==> src/design/descriptor_pkg.sv <==
// Shared constants and types for the descriptor record block.
// Assumes one clock domain and a 32-bit APB slave port.
package descriptor_pkg;

    // ------------------------------------------------------------
    // Bus geometry
    // ------------------------------------------------------------
    localparam int unsigned DATA_W = 32;
    localparam int unsigned IDX_W = 16;
    localparam int unsigned IDX_SHIFT = 2;
    localparam int unsigned BYTE_W = 8;
    localparam int unsigned ROM_BYTES = 64;
    localparam int unsigned ROM_OFF_W = 6;
    localparam int unsigned COUNT_W = 8;

    // ------------------------------------------------------------
    // Register indices (byte address is index times four)
    // ------------------------------------------------------------
    localparam logic [IDX_W-1:0] IDX_ROM_BASE = 16'h1A00;
    localparam logic [IDX_W-1:0] IDX_INFO_BLOCK_LENGTH = 16'h1A00;
    localparam logic [IDX_W-1:0] IDX_CHECKSUM_LENGTH = 16'h1A01;
    localparam logic [IDX_W-1:0] IDX_CHECKSUM_VALUE = 16'h1A02;
    localparam logic [IDX_W-1:0] IDX_PART_IDENTIFICATION = 16'h1A04;
    localparam logic [IDX_W-1:0] IDX_PART_IDENTIFICATION_HIGH = 16'h1A05;
    localparam logic [IDX_W-1:0] IDX_SILICON_REVISION = 16'h1A06;
    localparam logic [IDX_W-1:0] IDX_FIRMWARE_REVISION = 16'h1A07;
    localparam logic [IDX_W-1:0] IDX_DIE_TRACE_TAG = 16'h1A08;
    localparam logic [IDX_W-1:0] IDX_DIE_TRACE_LENGTH = 16'h1A09;
    localparam logic [IDX_W-1:0] IDX_LOT_WAFER_IDENTIFIER = 16'h1A0A;
    localparam logic [IDX_W-1:0] IDX_DIE_X_POSITION = 16'h1A0E;
    localparam logic [IDX_W-1:0] IDX_DIE_Y_POSITION = 16'h1A10;
    localparam logic [IDX_W-1:0] IDX_PRODUCTION_TEST_RESULTS = 16'h1A12;
    localparam logic [IDX_W-1:0] IDX_CONVERTER_CAL_TAG = 16'h1A14;
    localparam logic [IDX_W-1:0] IDX_CONVERTER_CAL_LENGTH = 16'h1A15;
    localparam logic [IDX_W-1:0] IDX_CONVERTER_GAIN_FACTOR = 16'h1A16;
    localparam logic [IDX_W-1:0] IDX_CONVERTER_OFFSET_FACTOR = 16'h1A18;
    localparam logic [IDX_W-1:0] IDX_TEMP_LOW_REF1_READING = 16'h1A1A;
    localparam logic [IDX_W-1:0] IDX_TEMP_HIGH_REF1_READING = 16'h1A1C;
    localparam logic [IDX_W-1:0] IDX_TEMP_LOW_REF2_READING = 16'h1A1E;
    localparam logic [IDX_W-1:0] IDX_TEMP_HIGH_REF2_READING = 16'h1A20;
    localparam logic [IDX_W-1:0] IDX_TEMP_LOW_REF3_READING = 16'h1A22;
    localparam logic [IDX_W-1:0] IDX_TEMP_HIGH_REF3_READING = 16'h1A24;
    localparam logic [IDX_W-1:0] IDX_REFERENCE_CAL_TAG = 16'h1A26;
    localparam logic [IDX_W-1:0] IDX_REFERENCE_CAL_LENGTH = 16'h1A27;
    localparam logic [IDX_W-1:0] IDX_REFERENCE1_CORRECTION = 16'h1A28;
    localparam logic [IDX_W-1:0] IDX_REFERENCE2_CORRECTION = 16'h1A2A;
    localparam logic [IDX_W-1:0] IDX_REFERENCE3_CORRECTION = 16'h1A2C;
    localparam logic [IDX_W-1:0] IDX_RANDOM_SEED_TAG = 16'h1A2E;
    localparam logic [IDX_W-1:0] IDX_RANDOM_SEED_LENGTH = 16'h1A2F;
    localparam logic [IDX_W-1:0] IDX_RANDOM_SEED_VALUE = 16'h1A30;
    localparam logic [IDX_W-1:0] IDX_ROM_LAST = 16'h1A3F;
    localparam logic [IDX_W-1:0] IDX_CTRL = 16'h1A40;
    localparam logic [IDX_W-1:0] IDX_STATUS = 16'h1A41;
    localparam logic [IDX_W-1:0] IDX_FAULT = 16'h1A42;

    // ------------------------------------------------------------
    // Fixed record bytes
    // ------------------------------------------------------------
    localparam logic [BYTE_W-1:0] VAL_INFO_BLOCK_LENGTH = 8'h06;
    localparam logic [BYTE_W-1:0] VAL_CHECKSUM_LENGTH = 8'h06;
    localparam logic [BYTE_W-1:0] VAL_DIE_TRACE_TAG = 8'h08;
    localparam logic [BYTE_W-1:0] VAL_DIE_TRACE_LENGTH = 8'h0A;
    localparam logic [BYTE_W-1:0] VAL_CONVERTER_CAL_TAG = 8'h11;
    localparam logic [BYTE_W-1:0] VAL_CONVERTER_CAL_LENGTH = 8'h10;
    localparam logic [BYTE_W-1:0] VAL_REFERENCE_CAL_TAG = 8'h12;
    localparam logic [BYTE_W-1:0] VAL_REFERENCE_CAL_LENGTH = 8'h06;
    localparam logic [BYTE_W-1:0] VAL_RANDOM_SEED_TAG = 8'h15;
    localparam logic [BYTE_W-1:0] VAL_RANDOM_SEED_LENGTH = 8'h10;

    // ------------------------------------------------------------
    // Control and status fields
    // ------------------------------------------------------------
    localparam int unsigned CTRL_STRICT_BIT = 0;
    localparam int unsigned CTRL_CLEAR_BIT = 1;
    localparam int unsigned STATUS_WRITE_SEEN_BIT = 0;
    localparam int unsigned STATUS_UNMAPPED_BIT = 1;
    localparam int unsigned STATUS_COUNT_LSB = 8;
    localparam logic RST_CTRL_STRICT = 1'b1;

    // ------------------------------------------------------------
    // Types
    // ------------------------------------------------------------
    typedef enum logic [1:0] {
        ST_IDLE = 2'b00,
        ST_FETCH = 2'b01,
        ST_ANSWER = 2'b10
    } apb_state_t;

    typedef enum logic [2:0] {
        SRC_ROM = 3'b000,
        SRC_CTRL = 3'b001,
        SRC_STATUS = 3'b010,
        SRC_FAULT = 3'b011,
        SRC_NONE = 3'b100
    } read_src_t;

    typedef struct packed {
        logic fixed;
        logic [BYTE_W-1:0] value;
    } fixed_byte_t;

    typedef struct packed {
        logic sel;
        logic enable;
        logic write;
        logic aligned;
        logic [IDX_W-1:0] index;
    } apb_req_t;

    typedef struct packed {
        apb_state_t state;
        read_src_t src;
        logic is_write;
        logic err;
        logic ready;
        logic slverr;
        logic [DATA_W-1:0] rdata;
        logic strict;
        logic write_seen;
        logic unmapped_seen;
        logic [COUNT_W-1:0] reject_count;
        logic [IDX_W-1:0] fault_index;
    } slave_state_t;

    // Tag and length bytes that every unit carries unchanged
    function automatic fixed_byte_t fixed_byte(input logic [IDX_W-1:0] idx);
        fixed_byte_t fb;
        fb = '{fixed: 1'b1, value: '0};
        case (idx)
            IDX_INFO_BLOCK_LENGTH: fb.value = VAL_INFO_BLOCK_LENGTH;
            IDX_CHECKSUM_LENGTH: fb.value = VAL_CHECKSUM_LENGTH;
            IDX_DIE_TRACE_TAG: fb.value = VAL_DIE_TRACE_TAG;
            IDX_DIE_TRACE_LENGTH: fb.value = VAL_DIE_TRACE_LENGTH;
            IDX_CONVERTER_CAL_TAG: fb.value = VAL_CONVERTER_CAL_TAG;
            IDX_CONVERTER_CAL_LENGTH: fb.value = VAL_CONVERTER_CAL_LENGTH;
            IDX_REFERENCE_CAL_TAG: fb.value = VAL_REFERENCE_CAL_TAG;
            IDX_REFERENCE_CAL_LENGTH: fb.value = VAL_REFERENCE_CAL_LENGTH;
            IDX_RANDOM_SEED_TAG: fb.value = VAL_RANDOM_SEED_TAG;
            IDX_RANDOM_SEED_LENGTH: fb.value = VAL_RANDOM_SEED_LENGTH;
            default: fb.fixed = 1'b0;
        endcase
        return fb;
    endfunction

endpackage

==> src/design/device_descriptor_tlv_rom.sv <==
// Descriptor record block: APB slave in front of a read-only byte image.
// Assumes an APB3 master on core_clk_i and a synchronous active-high reset.
`timescale 1ns/1ps
`default_nettype none

// Overview of operation
// - After the leading information block, the image is a chain of records, each a tag byte, a length byte, then that many data bytes.
// - The first byte reads 06h as information length and the second 06h as checksum length.
// - The two bytes after the length bytes hold a per-unit 16-bit checksum.
// - A 16-bit part code follows, low byte at the lower location, high byte at the next.
// - One silicon revision byte and then one firmware revision byte follow, both per unit.
// - The die-trace record starts with tag 08h and length 0Ah.
// - Die-trace data is lot/wafer (4 bytes), die X (2), die Y (2) and test results (2).
// - The converter record starts with tag 11h and length 10h.
// - Converter data is gain, offset and six sensor readings, 16 bits each.
// - The reference record is tag 12h, length 06h and three 16-bit corrections.
// - The seed record is tag 15h, length 10h and a 128-bit per-unit value.
module device_descriptor_tlv_rom
    import descriptor_pkg::*;
#(
    parameter int unsigned ADDR_W = 16,
    // Arbitrary part code
    parameter logic [IDX_W-1:0] PART_ID = 16'hA5C3,
    parameter logic [ROM_BYTES*BYTE_W-1:0] UNIT_IMAGE = {ROM_BYTES{8'h5A}}
) (
    input wire logic core_clk_i,
    input wire logic reset_i,
    input wire logic psel_i,
    input wire logic penable_i,
    input wire logic pwrite_i,
    input wire logic [ADDR_W-1:0] paddr_i,
    input wire logic [DATA_W-1:0] pwdata_i,
    output logic pready_o,
    output logic [DATA_W-1:0] prdata_o,
    output logic pslverr_o
);

    // ------------------------------------------------------------
    // Elaboration checks
    // ------------------------------------------------------------
    if (ADDR_W < IDX_W || ADDR_W > DATA_W) begin : g_bad_addr_w
        $error("ADDR_W must cover the register map and fit the bus");
    end

    // ------------------------------------------------------------
    // Declarations
    // ------------------------------------------------------------
    slave_state_t state_reg;
    slave_state_t state_next;
    apb_req_t req;
    logic [ADDR_W-1:0] index_full;
    logic [ROM_OFF_W-1:0] rom_offset;
    logic [BYTE_W-1:0] rom_byte;
    logic in_rom;
    logic is_ctrl;
    logic is_status;
    logic is_fault;
    logic setup_phase;
    logic access_phase;
    logic [DATA_W-1:0] ctrl_word;
    logic [DATA_W-1:0] status_word;
    logic [DATA_W-1:0] fault_word;

    // ------------------------------------------------------------
    // Request decode
    // ------------------------------------------------------------
    assign index_full = paddr_i >> IDX_SHIFT;

    always_comb begin
        req.sel = psel_i;
        req.enable = penable_i;
        req.write = pwrite_i;
        req.aligned = (paddr_i[IDX_SHIFT-1:0] == '0);
        req.index = index_full[IDX_W-1:0];
    end

    assign setup_phase = req.sel && !req.enable;
    assign access_phase = req.sel && req.enable;

    // Upper index bits must be clear so the map does not alias
    always_comb begin
        in_rom = (index_full >= ADDR_W'(IDX_ROM_BASE)) && (index_full <= ADDR_W'(IDX_ROM_LAST));
        is_ctrl = (index_full == ADDR_W'(IDX_CTRL));
        is_status = (index_full == ADDR_W'(IDX_STATUS));
        is_fault = (index_full == ADDR_W'(IDX_FAULT));
    end

    assign rom_offset = req.index[ROM_OFF_W-1:0];

    // ------------------------------------------------------------
    // Descriptor image
    // ------------------------------------------------------------
    descriptor_byte_store #(
        .PART_ID(PART_ID),
        .UNIT_IMAGE(UNIT_IMAGE)
    ) u_store (
        .core_clk_i(core_clk_i),
        .reset_i(reset_i),
        .offset_i(rom_offset),
        .byte_o(rom_byte)
    );

    // ------------------------------------------------------------
    // Read words of the local registers
    // ------------------------------------------------------------
    always_comb begin
        ctrl_word = '0;
        ctrl_word[CTRL_STRICT_BIT] = state_reg.strict;
        status_word = '0;
        status_word[STATUS_WRITE_SEEN_BIT] = state_reg.write_seen;
        status_word[STATUS_UNMAPPED_BIT] = state_reg.unmapped_seen;
        status_word[STATUS_COUNT_LSB +: COUNT_W] = state_reg.reject_count;
        fault_word = '0;
        fault_word[IDX_W-1:0] = state_reg.fault_index;
    end

    // ------------------------------------------------------------
    // Transfer sequencer and register updates
    // ------------------------------------------------------------
    always_comb begin
        state_next = state_reg;
        case (state_reg.state)
            ST_IDLE: begin
                state_next.ready = 1'b0;
                state_next.slverr = 1'b0;
                if (setup_phase) begin
                    state_next.state = ST_FETCH;
                    state_next.is_write = req.write;
                    state_next.err = 1'b0;
                    if (!req.aligned) begin
                        state_next.src = SRC_NONE;
                        state_next.err = 1'b1;
                    end else if (in_rom) begin
                        state_next.src = SRC_ROM;
                        // Refused write reports only when strict
                        state_next.err = req.write && state_reg.strict;
                    end else if (is_ctrl) begin
                        state_next.src = SRC_CTRL;
                    end else if (is_status) begin
                        state_next.src = SRC_STATUS;
                        state_next.err = req.write && state_reg.strict;
                    end else if (is_fault) begin
                        state_next.src = SRC_FAULT;
                        state_next.err = req.write && state_reg.strict;
                    end else begin
                        state_next.src = SRC_NONE;
                        state_next.err = 1'b1;
                    end
                end
            end
            ST_FETCH: begin
                if (!req.sel) begin
                    // Master withdrew; drop the transfer
                    state_next.state = ST_IDLE;
                end else begin
                    state_next.state = ST_ANSWER;
                    state_next.ready = 1'b1;
                    state_next.slverr = state_reg.err;
                    state_next.rdata = '0;
                    if (!state_reg.is_write) begin
                        case (state_reg.src)
                            SRC_ROM: begin
                                // Byte in the low lane, upper lanes zero
                                state_next.rdata[BYTE_W-1:0] = rom_byte;
                            end
                            SRC_CTRL: begin
                                state_next.rdata = ctrl_word;
                            end
                            SRC_STATUS: begin
                                state_next.rdata = status_word;
                            end
                            SRC_FAULT: begin
                                state_next.rdata = fault_word;
                            end
                            default: begin
                                state_next.rdata = '0;
                            end
                        endcase
                    end
                end
            end
            ST_ANSWER: begin
                if (access_phase) begin
                    // Completion edge: writes and events land here only
                    state_next.state = ST_IDLE;
                    state_next.ready = 1'b0;
                    state_next.slverr = 1'b0;
                    if (state_reg.is_write && state_reg.src == SRC_CTRL) begin
                        state_next.strict = pwdata_i[CTRL_STRICT_BIT];
                        if (pwdata_i[CTRL_CLEAR_BIT]) begin
                            state_next.write_seen = 1'b0;
                            state_next.unmapped_seen = 1'b0;
                            state_next.reject_count = '0;
                        end
                    end
                    // Sets follow clears so a same-edge event survives
                    if (state_reg.is_write && state_reg.src != SRC_CTRL
                        && state_reg.src != SRC_NONE) begin
                        // Descriptor contents are never touched
                        state_next.write_seen = 1'b1;
                        state_next.fault_index = req.index;
                        if (state_reg.reject_count != '1) begin
                            state_next.reject_count = state_reg.reject_count + COUNT_W'(1);
                        end
                    end
                    if (state_reg.src == SRC_NONE) begin
                        state_next.unmapped_seen = 1'b1;
                        state_next.fault_index = req.index;
                        if (state_reg.reject_count != '1) begin
                            state_next.reject_count = state_reg.reject_count + COUNT_W'(1);
                        end
                    end
                end else if (!req.sel) begin
                    state_next.state = ST_IDLE;
                    state_next.ready = 1'b0;
                    state_next.slverr = 1'b0;
                end
            end
            default: begin
                state_next.state = ST_IDLE;
                state_next.ready = 1'b0;
                state_next.slverr = 1'b0;
            end
        endcase
    end

    // ------------------------------------------------------------
    // State register
    // ------------------------------------------------------------
    always_ff @(posedge core_clk_i) begin
        if (reset_i) begin
            state_reg.state <= ST_IDLE;
            state_reg.src <= SRC_NONE;
            state_reg.is_write <= 1'b0;
            state_reg.err <= 1'b0;
            state_reg.ready <= 1'b0;
            state_reg.slverr <= 1'b0;
            state_reg.rdata <= '0;
            state_reg.strict <= RST_CTRL_STRICT;
            state_reg.write_seen <= 1'b0;
            state_reg.unmapped_seen <= 1'b0;
            state_reg.reject_count <= '0;
            state_reg.fault_index <= '0;
        end else begin
            state_reg <= state_next;
        end
    end

    // ------------------------------------------------------------
    // Outputs
    // ------------------------------------------------------------
    assign pready_o = state_reg.ready;
    assign prdata_o = state_reg.rdata;
    assign pslverr_o = state_reg.slverr;

endmodule

`default_nettype wire

==> src/design/descriptor_byte_store.sv <==
// Byte-wide descriptor image with a registered read port.
// Assumes the offset is held stable for the cycle before the data is used.
`timescale 1ns/1ps
`default_nettype none

module descriptor_byte_store
    import descriptor_pkg::*;
#(
    // Arbitrary part code
    parameter logic [IDX_W-1:0] PART_ID = 16'hA5C3,
    parameter logic [ROM_BYTES*BYTE_W-1:0] UNIT_IMAGE = {ROM_BYTES{8'h5A}}
) (
    input wire logic core_clk_i,
    input wire logic reset_i,
    input wire logic [ROM_OFF_W-1:0] offset_i,
    output logic [BYTE_W-1:0] byte_o
);

    // ------------------------------------------------------------
    // Image assembly
    // ------------------------------------------------------------
    logic [BYTE_W-1:0] rom [ROM_BYTES];
    logic [BYTE_W-1:0] byte_reg;
    logic [BYTE_W-1:0] byte_next;

    for (genvar i = 0; i < ROM_BYTES; i++) begin : g_entry
        localparam logic [IDX_W-1:0] ENTRY_IDX = IDX_ROM_BASE + IDX_W'(i);
        localparam fixed_byte_t FIXED = fixed_byte(ENTRY_IDX);
        if (FIXED.fixed) begin : g_fixed
            assign rom[i] = FIXED.value;
        end else if (ENTRY_IDX == IDX_PART_IDENTIFICATION) begin : g_id_low
            assign rom[i] = PART_ID[BYTE_W-1:0];
        end else if (ENTRY_IDX == IDX_PART_IDENTIFICATION_HIGH) begin : g_id_high
            assign rom[i] = PART_ID[2*BYTE_W-1:BYTE_W];
        end else begin : g_unit
            assign rom[i] = UNIT_IMAGE[i*BYTE_W +: BYTE_W];
        end
    end

    // ------------------------------------------------------------
    // Read register
    // ------------------------------------------------------------
    always_comb begin
        byte_next = rom[offset_i];
    end

    always_ff @(posedge core_clk_i) begin
        if (reset_i) begin
            byte_reg <= '0;
        end else begin
            byte_reg <= byte_next;
        end
    end

    assign byte_o = byte_reg;

endmodule

`default_nettype wire

==> config.mk <==
export PLATFORM = sky130hd
export DESIGN_NAME = device_descriptor_tlv_rom
export DESIGN_NICKNAME = d
export VERILOG_FILES = /design/src/design/descriptor_pkg.sv /design/src/design/device_descriptor_tlv_rom.sv /design/src/design/descriptor_byte_store.sv
export SDC_FILE = /design/constraint.sdc
export NUM_CORES = 1
export LEC_CHECK = 0
export CELL_PAD_IN_SITES_DETAIL_PLACEMENT = 0
export CELL_PAD_IN_SITES_GLOBAL_PLACEMENT = 2
export CORE_MARGIN = 4
export CORE_UTILIZATION = 36
export CTS_CLUSTER_SIZE = 12
export DETAILED_ROUTE_END_ITERATION = 10
export DONT_BUFFER_PORTS = 1
export MAX_ROUTING_LAYER = met4
export PLACE_DENSITY_LB_ADDON = 0.1
export SYNTH_ARGS = -nofsm -noshare
export SYNTH_HDL_FRONTEND = slang
export SYNTH_HIERARCHICAL = 1
export SYNTH_SLANG_ARGS = --single-unit
export TNS_END_PERCENT = 20
==> constraint.sdc <==
create_clock -name core_clk_i -period 2.1 [get_ports core_clk_i]
set_input_delay 0.105 -clock core_clk_i [delete_from_list [all_inputs] [get_ports core_clk_i]]
set_output_delay 0.105 -clock core_clk_i [all_outputs]
set_load 0.005 [all_outputs]
Word-level counts from Yosys, hierarchy flattened. Memories as Yosys holds them, arrays and structs flattened. A register that Yosys moved wholly into a read port is not among the register bits. Index checks and enable logic that the tools add are counted. Widths: inputs -> output; s select.

Register bits: 68. Bits in read-only memories: 512. Input port bits: 53. Output and inout bits: 34. Memories kept: 1.

Add/subtract/negate cells: 1. $lt $le $gt $ge: 2. Equal/unequal tests: 15. Muxes and demuxes: 27. Bitwise logic cells: 1. Reduce and logical (&&, ||, !) cells: 25.

Memories: (no name shown) (depth 64, width 8, rd ports 1, clocked after memory_dff 1, wr ports 0, line descriptor_byte_store.sv:44) `byte_next = rom[offset_i];`.

Operators by type and width (count): $eq 14x13->1 const B (3); $mux 34 (1); $mux 32 (1); $pmux 8 s4 (1); $mux 25 (1); $mux 24 (1); $mux 10 (2); $mux 8 (2); $pmux 8 s2 (1); $mux 3 (5); $ge 14x13->1 const B (1); $le 14x13->1 const B (1); $reduce_and 2->1 (5); $reduce_bool 2->1 (5); $add 8x1->8 const B (1); $ne 8x8->1 const B (1); $reduce_and 4->1 (2); $logic_and 1x1->1 (7); $mux 7 (1); $not 6->7 (1); $eq 3x2->1 const B (2); $mux 1 (6); $mux 2 (3); $ne 3x3->1 const B (2); 12 further kinds (15).

Depth between registers and ports, before layout. Gate-level depths: netlist of run 1.

Word-level depth: 8. Gate-level depth with buffers: 7.

Hierarchy. The synthesis of run 1 kept the hierarchy.

By module, submodules not included: device_descriptor_tlv_rom (instances 1, cells each 308, area each 2607.5 um^2, sequential area each 1001.0 um^2); descriptor_byte_store (instances 1, cells each 39, area each 355.3 um^2, sequential area each 160.2 um^2).

Worst setup path after synthesis of run 1. Ideal clock, no wire load.

Path kind: reg2reg. From: reg state_reg[67] (netlist name). To: reg state_reg[64] (netlist name). Arrival time: 1629 ps. Data required time: 2030 ps. Setup slack: 400 ps. Stages on the path, launching flop included: 5. Path buffers: 1. Clock period less this slack: 1700 ps. Cells stage by stage: dfxtp_1 > or4b_1 > buf_2 > or4b_1 > a21oi_1.

Word-level cells in the longest chain between the ends: 2.

RTL lines: start: declaration (line device_descriptor_tlv_rom.sv:48) `slave_state_t state_reg;`; start signal: assignment (line device_descriptor_tlv_rom.sv:245) `state_reg <= state_next;`; $logic_not 2->1 (line device_descriptor_tlv_rom.sv:122) `case (state_reg.state)`; $reduce_and 2->1 (no line).

Every way passes these cells. A chain may end at the register's enable or synchronous reset.

Worst setup path in the final report of run 1.
From: reg state_reg[67] (netlist name). To: reg state_reg[63] (netlist name).

The elaborated chain is that of the path after synthesis.

==> reports/qor.yml, run 1 <==
global_route:
  grt_first_pass_wirelength_mm: 13.3
  grt_pass1_vias: 2386
  grt_max_degree: 58
  overflow: 0
  antenna_found_initial: 0
  grt_usage_pct: 17.9
clock_tree:
  cts_max_path_buffers: 2
  root_buffer: "clkbuf_8"
  clock_sinks: 58
  cts_made_buffers: 9
  cts_tree: "done"
  cts_max_level: 3
  clk_latency_ps: 340
  clk_pin_slew_ps: 70
place:
  place_ws_ps: 109
  port_buffers: 0
  dp_hpwl_mm: 5.59
  gp_congestion: 0.750
finish:
  final_nets: 406
  area_growth_pct: 11.1
  diodes: 0
  largest_reg_flops: 17
  drive_gt1_share_pct: 12.0
  fin_util_pct: 42.0
timing:
  worst_slew_pin_slew_ps: 580
  finalCritPeriodShare_pct: 86.2
  tns_ps: 0
  report.final.slew_viol_count: 0
  rsz0062_at_grt: "false"
  max_slew_margin_pct: 60.9
  hold_viol_final: 0
  fin_skew_ps: 10.4
  fin_crit_ps: 1810
  setup_slack_ps: 289
  setup_violations: 0
  max_freq_ghz: 0.552
critical_path:
  crit_fanout: 7
  start_kind: "flip-flop"
  regToRegStartpoint: "state_reg[67]"
  cp.arrival_ps: 2080
  worstPathRequired_ps: 2370
  reg2reg_slack_ps: 290
  critical_path_class: "flip-flop to flip-flop"
  rr_worst_depth: 3
  endpoint_kind: "flip-flop"
  r2r_end: "state_reg[63]"
worst_hold_path:
  worstHoldEndpoint: "state_reg[20]"
  min_path_type: "primary input to flip-flop"
  hold_depth: 2
  holdCritStartpoint: "reset_i"
run:
  cap_violations: 0
yosys:
  synth_area_um2: 2960
  synth_cell_type_count: 58
  async_reset_ff_share_pct: 0
  netlist.area_leader.share_pct: 39.2
  ys_warn_count: 6
  ys_top_cells_by_area: "dfxtp_1 39%, buf_4 8.4%, a21oi_1 3.9%"
  synthMuxAreaShare_pct: 4.43
  syn_avg_cell_area_um2: 8.54
  syn_inst: 347
  synth_compound_area_share_pct: 21.4
  yosysTopAreaCell: "dfxtp_1"
  ys_seq_area_share_pct: 39.2
  synth-simple-area-share_pct: 21.4
  synth_most_common_cell: "dfxtp_1"
  synth_common_cells: "58 x dfxtp_1, 33 x buf_4, 26 x nor2_1"
  synth_top_family_by_area: "compound AO/OA/AOI/OAI gates"
  ys_seq_elements: 58
  synthAdderAreaFrac_pct: 0.422
  synth-edff-count: 0
  synth_xor_area_share_pct: 0.887
  synthFlopType: "dfxtp_1"
floorplanning:
  dieArea_um2: 9750
  dieHeight_um: 98.7
  pin_count: 87
  coreArea_um2: 7850
  rows: 32
  start_util_pct: 37.8
  fp.dieW_um: 98.7
routing:
  m1WireLength_mm: 4.30
  post_drt_wl_per_cell_um: 18.0
  top_layer: "met4"
  ant_nets: 0
  finalWirelength_mm: 8.27
  wl_met3_um: 507
  drcViolationCount: 0
  viasPerCell: 5.46
  drt_iter0_markers: 136
  drt_pass1_iterations: 4
  wl_met2_mm: 3.32
  vias: 2505
power_and_ir_drop:
  powerDensity_nw_per_um2: 664
  ir_drop_mv: 0.224
  power.leakage_nw: 1.15
outcome:
  status: "finished clean"
==> cell usage in the layout (no fill, tap or decap), types with 11 or more instances in the layout <==
cell,netlist,final
buf_4,33,16
nor2_1,26,26
nand2_1,17,17
nand3_1,21,21
conb_1,1,16
dlygate4sd3_1,0,17
dfxtp_1,58,58
a21oi_1,23,23
nand2b_1,11,11
a22oi_1,15,15
o21ai_0,22,21
==> critical path, cell delays in order, from the launching register on <==
cell and delay (ps):
dfxtp_1 350, or4b_1 670, or4b_1 570, a21oi_1 150
==> per-layer routing <==
metal / vias up / global-route usage (%)
li1: 1239 / -
met1: 1171 / 26.0
met2: 79 / 23.6
met3: 16 / 4.39
met4: 0 / 6.72
met5: - / -
==> report_power, final <==
group	total [mW]	internal [mW]	leakage (nW)	switching, mW
sequential	1.13	1.11	0.469	0.0127
clock	0.900	0.454	0.0851	0.446
combinational	0.161	0.0722	0.595	0.0883
total	2.19	1.64	1.15	0.547
==> cell type report <==
cell class / instances / area [um2]
fill: 832 / 4550
multi-input combinational: 244 / 1500
sequential: 58 / 1160
timing repair buffer: 34 / 318
clock buffer: 11 / 141
tap: 102 / 128
clock inverter: 5 / 30.0
inverter: 5 / 18.8
==> how the worst max path moves through the flow <==
stage / start / to / slack, ps / cells past startpoint
2_1_floorplan: state_reg[67] / state_reg[64] / 400 / 4
3_3_place_gp: state_reg[16] / state_reg[19] / 100 / 5
3_5_place_dp: state_reg[16] / state_reg[19] / 110 / 5
4_1_cts: state_reg[16] / state_reg[19] / 100 / 5
5_1_grt: state_reg[67] / state_reg[19] / 140 / 5
6_report: state_reg[67] / state_reg[63] / 290 / 3
==> cells by family (layout without fill, tap and decap cells) <==
| kind of cell | count (synthesis) | count (layout) |
|---|---|---|
| other | 1 | 16 |
| DFF | 58 | 58 |
| adders and majority gates | 1 | 1 |
| and+or+nand+nor | 117 | 117 |
| buffers and inverters | 60 | 55 |
| xor gates and xnor gates | 3 | 3 |
| muxes | 11 | 11 |
| AOI/OAI and AO/OA | 96 | 96 |
==> repair_timing <==
item / in CTS / in global routing
endpoints found under the hold margin: 56 / 0
setup buffers: 0 / 0
setup endpoints to repair: 0 / 4
gates resized for setup: 0 / 1
hold buffers: 18 / 0
==> stage by stage <==
step	cell area, um2	power, mW	hold WS (ps)	std cells
after global placement	2920	1.26	185	425
final	3290	2.19	23.7	459
after floorplan	3020	1.27	177	362
after detailed placement	2920	1.26	188	425
after global routing	3290	2.28	12.3	459
after CTS	3290	2.21	5.88	459
No activity file was read; power rests on OpenSTA's default activity.
==> run 2, diff against run 1 <==
--- a/config.mk
+++ b/config.mk
@@ -12,7 +12,6 @@
 export CTS_CLUSTER_SIZE = 12
 export DETAILED_ROUTE_END_ITERATION = 10
 export DONT_BUFFER_PORTS = 1
-export MAX_ROUTING_LAYER = met4
 export PLACE_DENSITY_LB_ADDON = 0.1
 export SYNTH_ARGS = -nofsm -noshare
 export SYNTH_HDL_FRONTEND = slang
==> reports/qor.yml, run 2 (synthesis results as in run 1) <==
outcome:
  status: "finished clean"
power_and_ir_drop:
  power.leakage_nw: 1.15  # unchanged
  ir_drop_mv: 0.224  # about the same
  powerDensity_nw_per_um2: 665  # about the same
timing:
  tns_ps: 0  # unchanged
  fin_skew_ps: 8.84  # -1.51 ps
  hold_viol_final: 0  # unchanged
  setup_violations: 0  # unchanged
  max_slew_margin_pct: 60.8  # -0.078 points
  report.final.slew_viol_count: 0  # unchanged
  worst_slew_pin_slew_ps: 583  # +3.38 ps
  hold_ws_ps: 23.9  # +0.194 ps
  fin_crit_ps: 1820  # +6.29 ps
  finalCritPeriodShare_pct: 86.5  # +0.30 points
  rsz0062_at_grt: "false"
  max_freq_ghz: 0.550  # -0.35%
critical_path:
  endpoint_kind: "flip-flop"
  worstPathRequired_ps: 2300  # -70 ps
  path_cells: "and4b_1 > buf_4 > nand4_1 > o21ai_1 > o221ai_1"
  crit_fanout: 19  # +12
  reg2reg_slack_ps: 280  # about the same
  cp.arrival_ps: 2010  # -70 ps
  critical_path_class: "flip-flop to flip-flop"
  rr_worst_depth: 5  # +2
  slowest_delay_ps: 410  # -260 ps
  crit_slowest_cell: "dfxtp_1"
  start_kind: "flip-flop"
finish:
  layout_commonest_cell: "dfxtp_1"
  fin_util_pct: 42.0  # unchanged
  multiInputGateArea_um2: 1500  # unchanged
  seqCellArea_um2: 1160  # unchanged
  drive_gt1_share_pct: 12.0  # unchanged
  area_growth_pct: 11.1  # unchanged
  final_nets: 406  # unchanged
  largest_reg_flops: 17  # unchanged
  final_cell_mix: "58 x dfxtp_1, 26 x nor2_1, 23 x a21oi_1, 21 x nand3_1, 21 x o21ai_0"
  fillCellCount: 832  # unchanged
  diodes: 0  # unchanged
  final_cells: 459  # unchanged
global_route:
  grt_max_degree: 58  # unchanged
  met1_usage_pct: 26.1  # +0.043 points
  grt.busiest_layer: "met1"
  grt_first_pass_wirelength_mm: 13.3  # about the same
  overflow: 0  # unchanged
  grt_usage_pct: 17.4  # -0.47 points
  grtUsageMet2_pct: 23.5  # -0.052 points
  antenna_found_initial: 0  # unchanged
  grt_use_met3_pct: 5.02  # +0.64 points
  grt_pass1_vias: 2385  # -0.042%
routing:
  drt_pass1_iterations: 4  # unchanged
  viasPerCell: 5.43  # -0.48%
  ant_nets: 0  # unchanged
  drcViolationCount: 0  # unchanged
  drt_iter0_markers: 121  # -11%
  finalWirelength_mm: 8.26  # about the same
  post_drt_wl_per_cell_um: 18.0  # about the same
  vias: 2493  # -0.48%
run:
  cap_violations: 0  # unchanged
worst_hold_path:
  min_path_type: "primary input to flip-flop"
  hold_depth: 2  # unchanged
floorplanning:
  rows: 32  # unchanged
  pin_count: 87  # unchanged
  coreArea_um2: 7850  # unchanged
  dieArea_um2: 9750  # unchanged
  fp.dieW_um: 98.7  # unchanged
  dieHeight_um: 98.7  # unchanged
  start_util_pct: 37.8  # unchanged
clock_tree:
  post_cts_buffers: 0  # unchanged
  cts_max_path_buffers: 2  # unchanged
  clk_latency_ps: 330  # about the same
  cts_max_level: 3  # unchanged
  cts_tree: "done"
  clk_pin_slew_ps: 70  # about the same
  cts_made_buffers: 9  # unchanged
  root_buffer: "clkbuf_8"
  clock_sinks: 58  # unchanged
place:
  dpl.cell_count: 425  # unchanged
  port_buffers: 0  # unchanged
  dp_hpwl_mm: 5.59  # unchanged
  gp_congestion: 0.741  # -1.2%
==> run 2: worst paths after layout <==
kind | from | endpoint
hold / removal | reset_i | state_reg[20]
setup / recovery | state_reg[67] | state_reg[19]
setup reg to reg | state_reg[67] | state_reg[19]
hold reg to reg | state_reg[25] | state_reg[25]
==> run 2: cell type report <==
class                      count  share of cell area, %
clock inverter                 5                  0.912
inverter                       5                  0.570
sequential                    58                   35.3
clock buffer                  11                   4.29
multi-input combinational    244                   45.4
tap                          102                   3.88
timing repair buffer          34                   9.65
==> run 2: repair_timing <==
action                                 CTS  global route
hold buffers                            18             0
resized for setup                        0             1
endpoints found under the hold margin   56             0
setup endpoints to repair                0             4
==> run 2: worst max-delay path: cells and delay by family (launching register included) <==
| family | cells | cell delay (ps) |
|---|---|---|
| and+or+nand+nor | 2 | 430 |
| buffers and inverters | 1 | 270 |
| DFF | 1 | 410 |
| AOI/OAI and AO/OA | 2 | 570 |
==> run 2: per-stage QoR <==
stage	power (mW)	instance area [um2]	worst slack (ps)
detailed placement	1.26	2920	109
finish	2.19	3290	283
global placement	1.26	2920	101
floorplan	1.27	3020	400
global route	2.28	3290	140
CTS	2.21	3290	102
==> run 2: metal layers <==
metal | vias up | wire [um] | part of all wire (%)
li1 | 1238 | - | -
met1 | 1162 | 4240 | 51
met2 | 81 | 3330 | 40
met3 | 12 | 576 | 7.0
met4 | 0 | 121 | 1.5
met5 | - | 0 | 0
==> run 2: report_power, final <==
part / leakage, nW / internal [mW] / switching, mW / total [mW]
sequential: 0.469 / 1.11 / 0.0126 / 1.13
combinational: 0.595 / 0.0722 / 0.0884 / 0.161
clock: 0.0851 / 0.454 / 0.447 / 0.901
total: 1.15 / 1.64 / 0.548 / 2.19
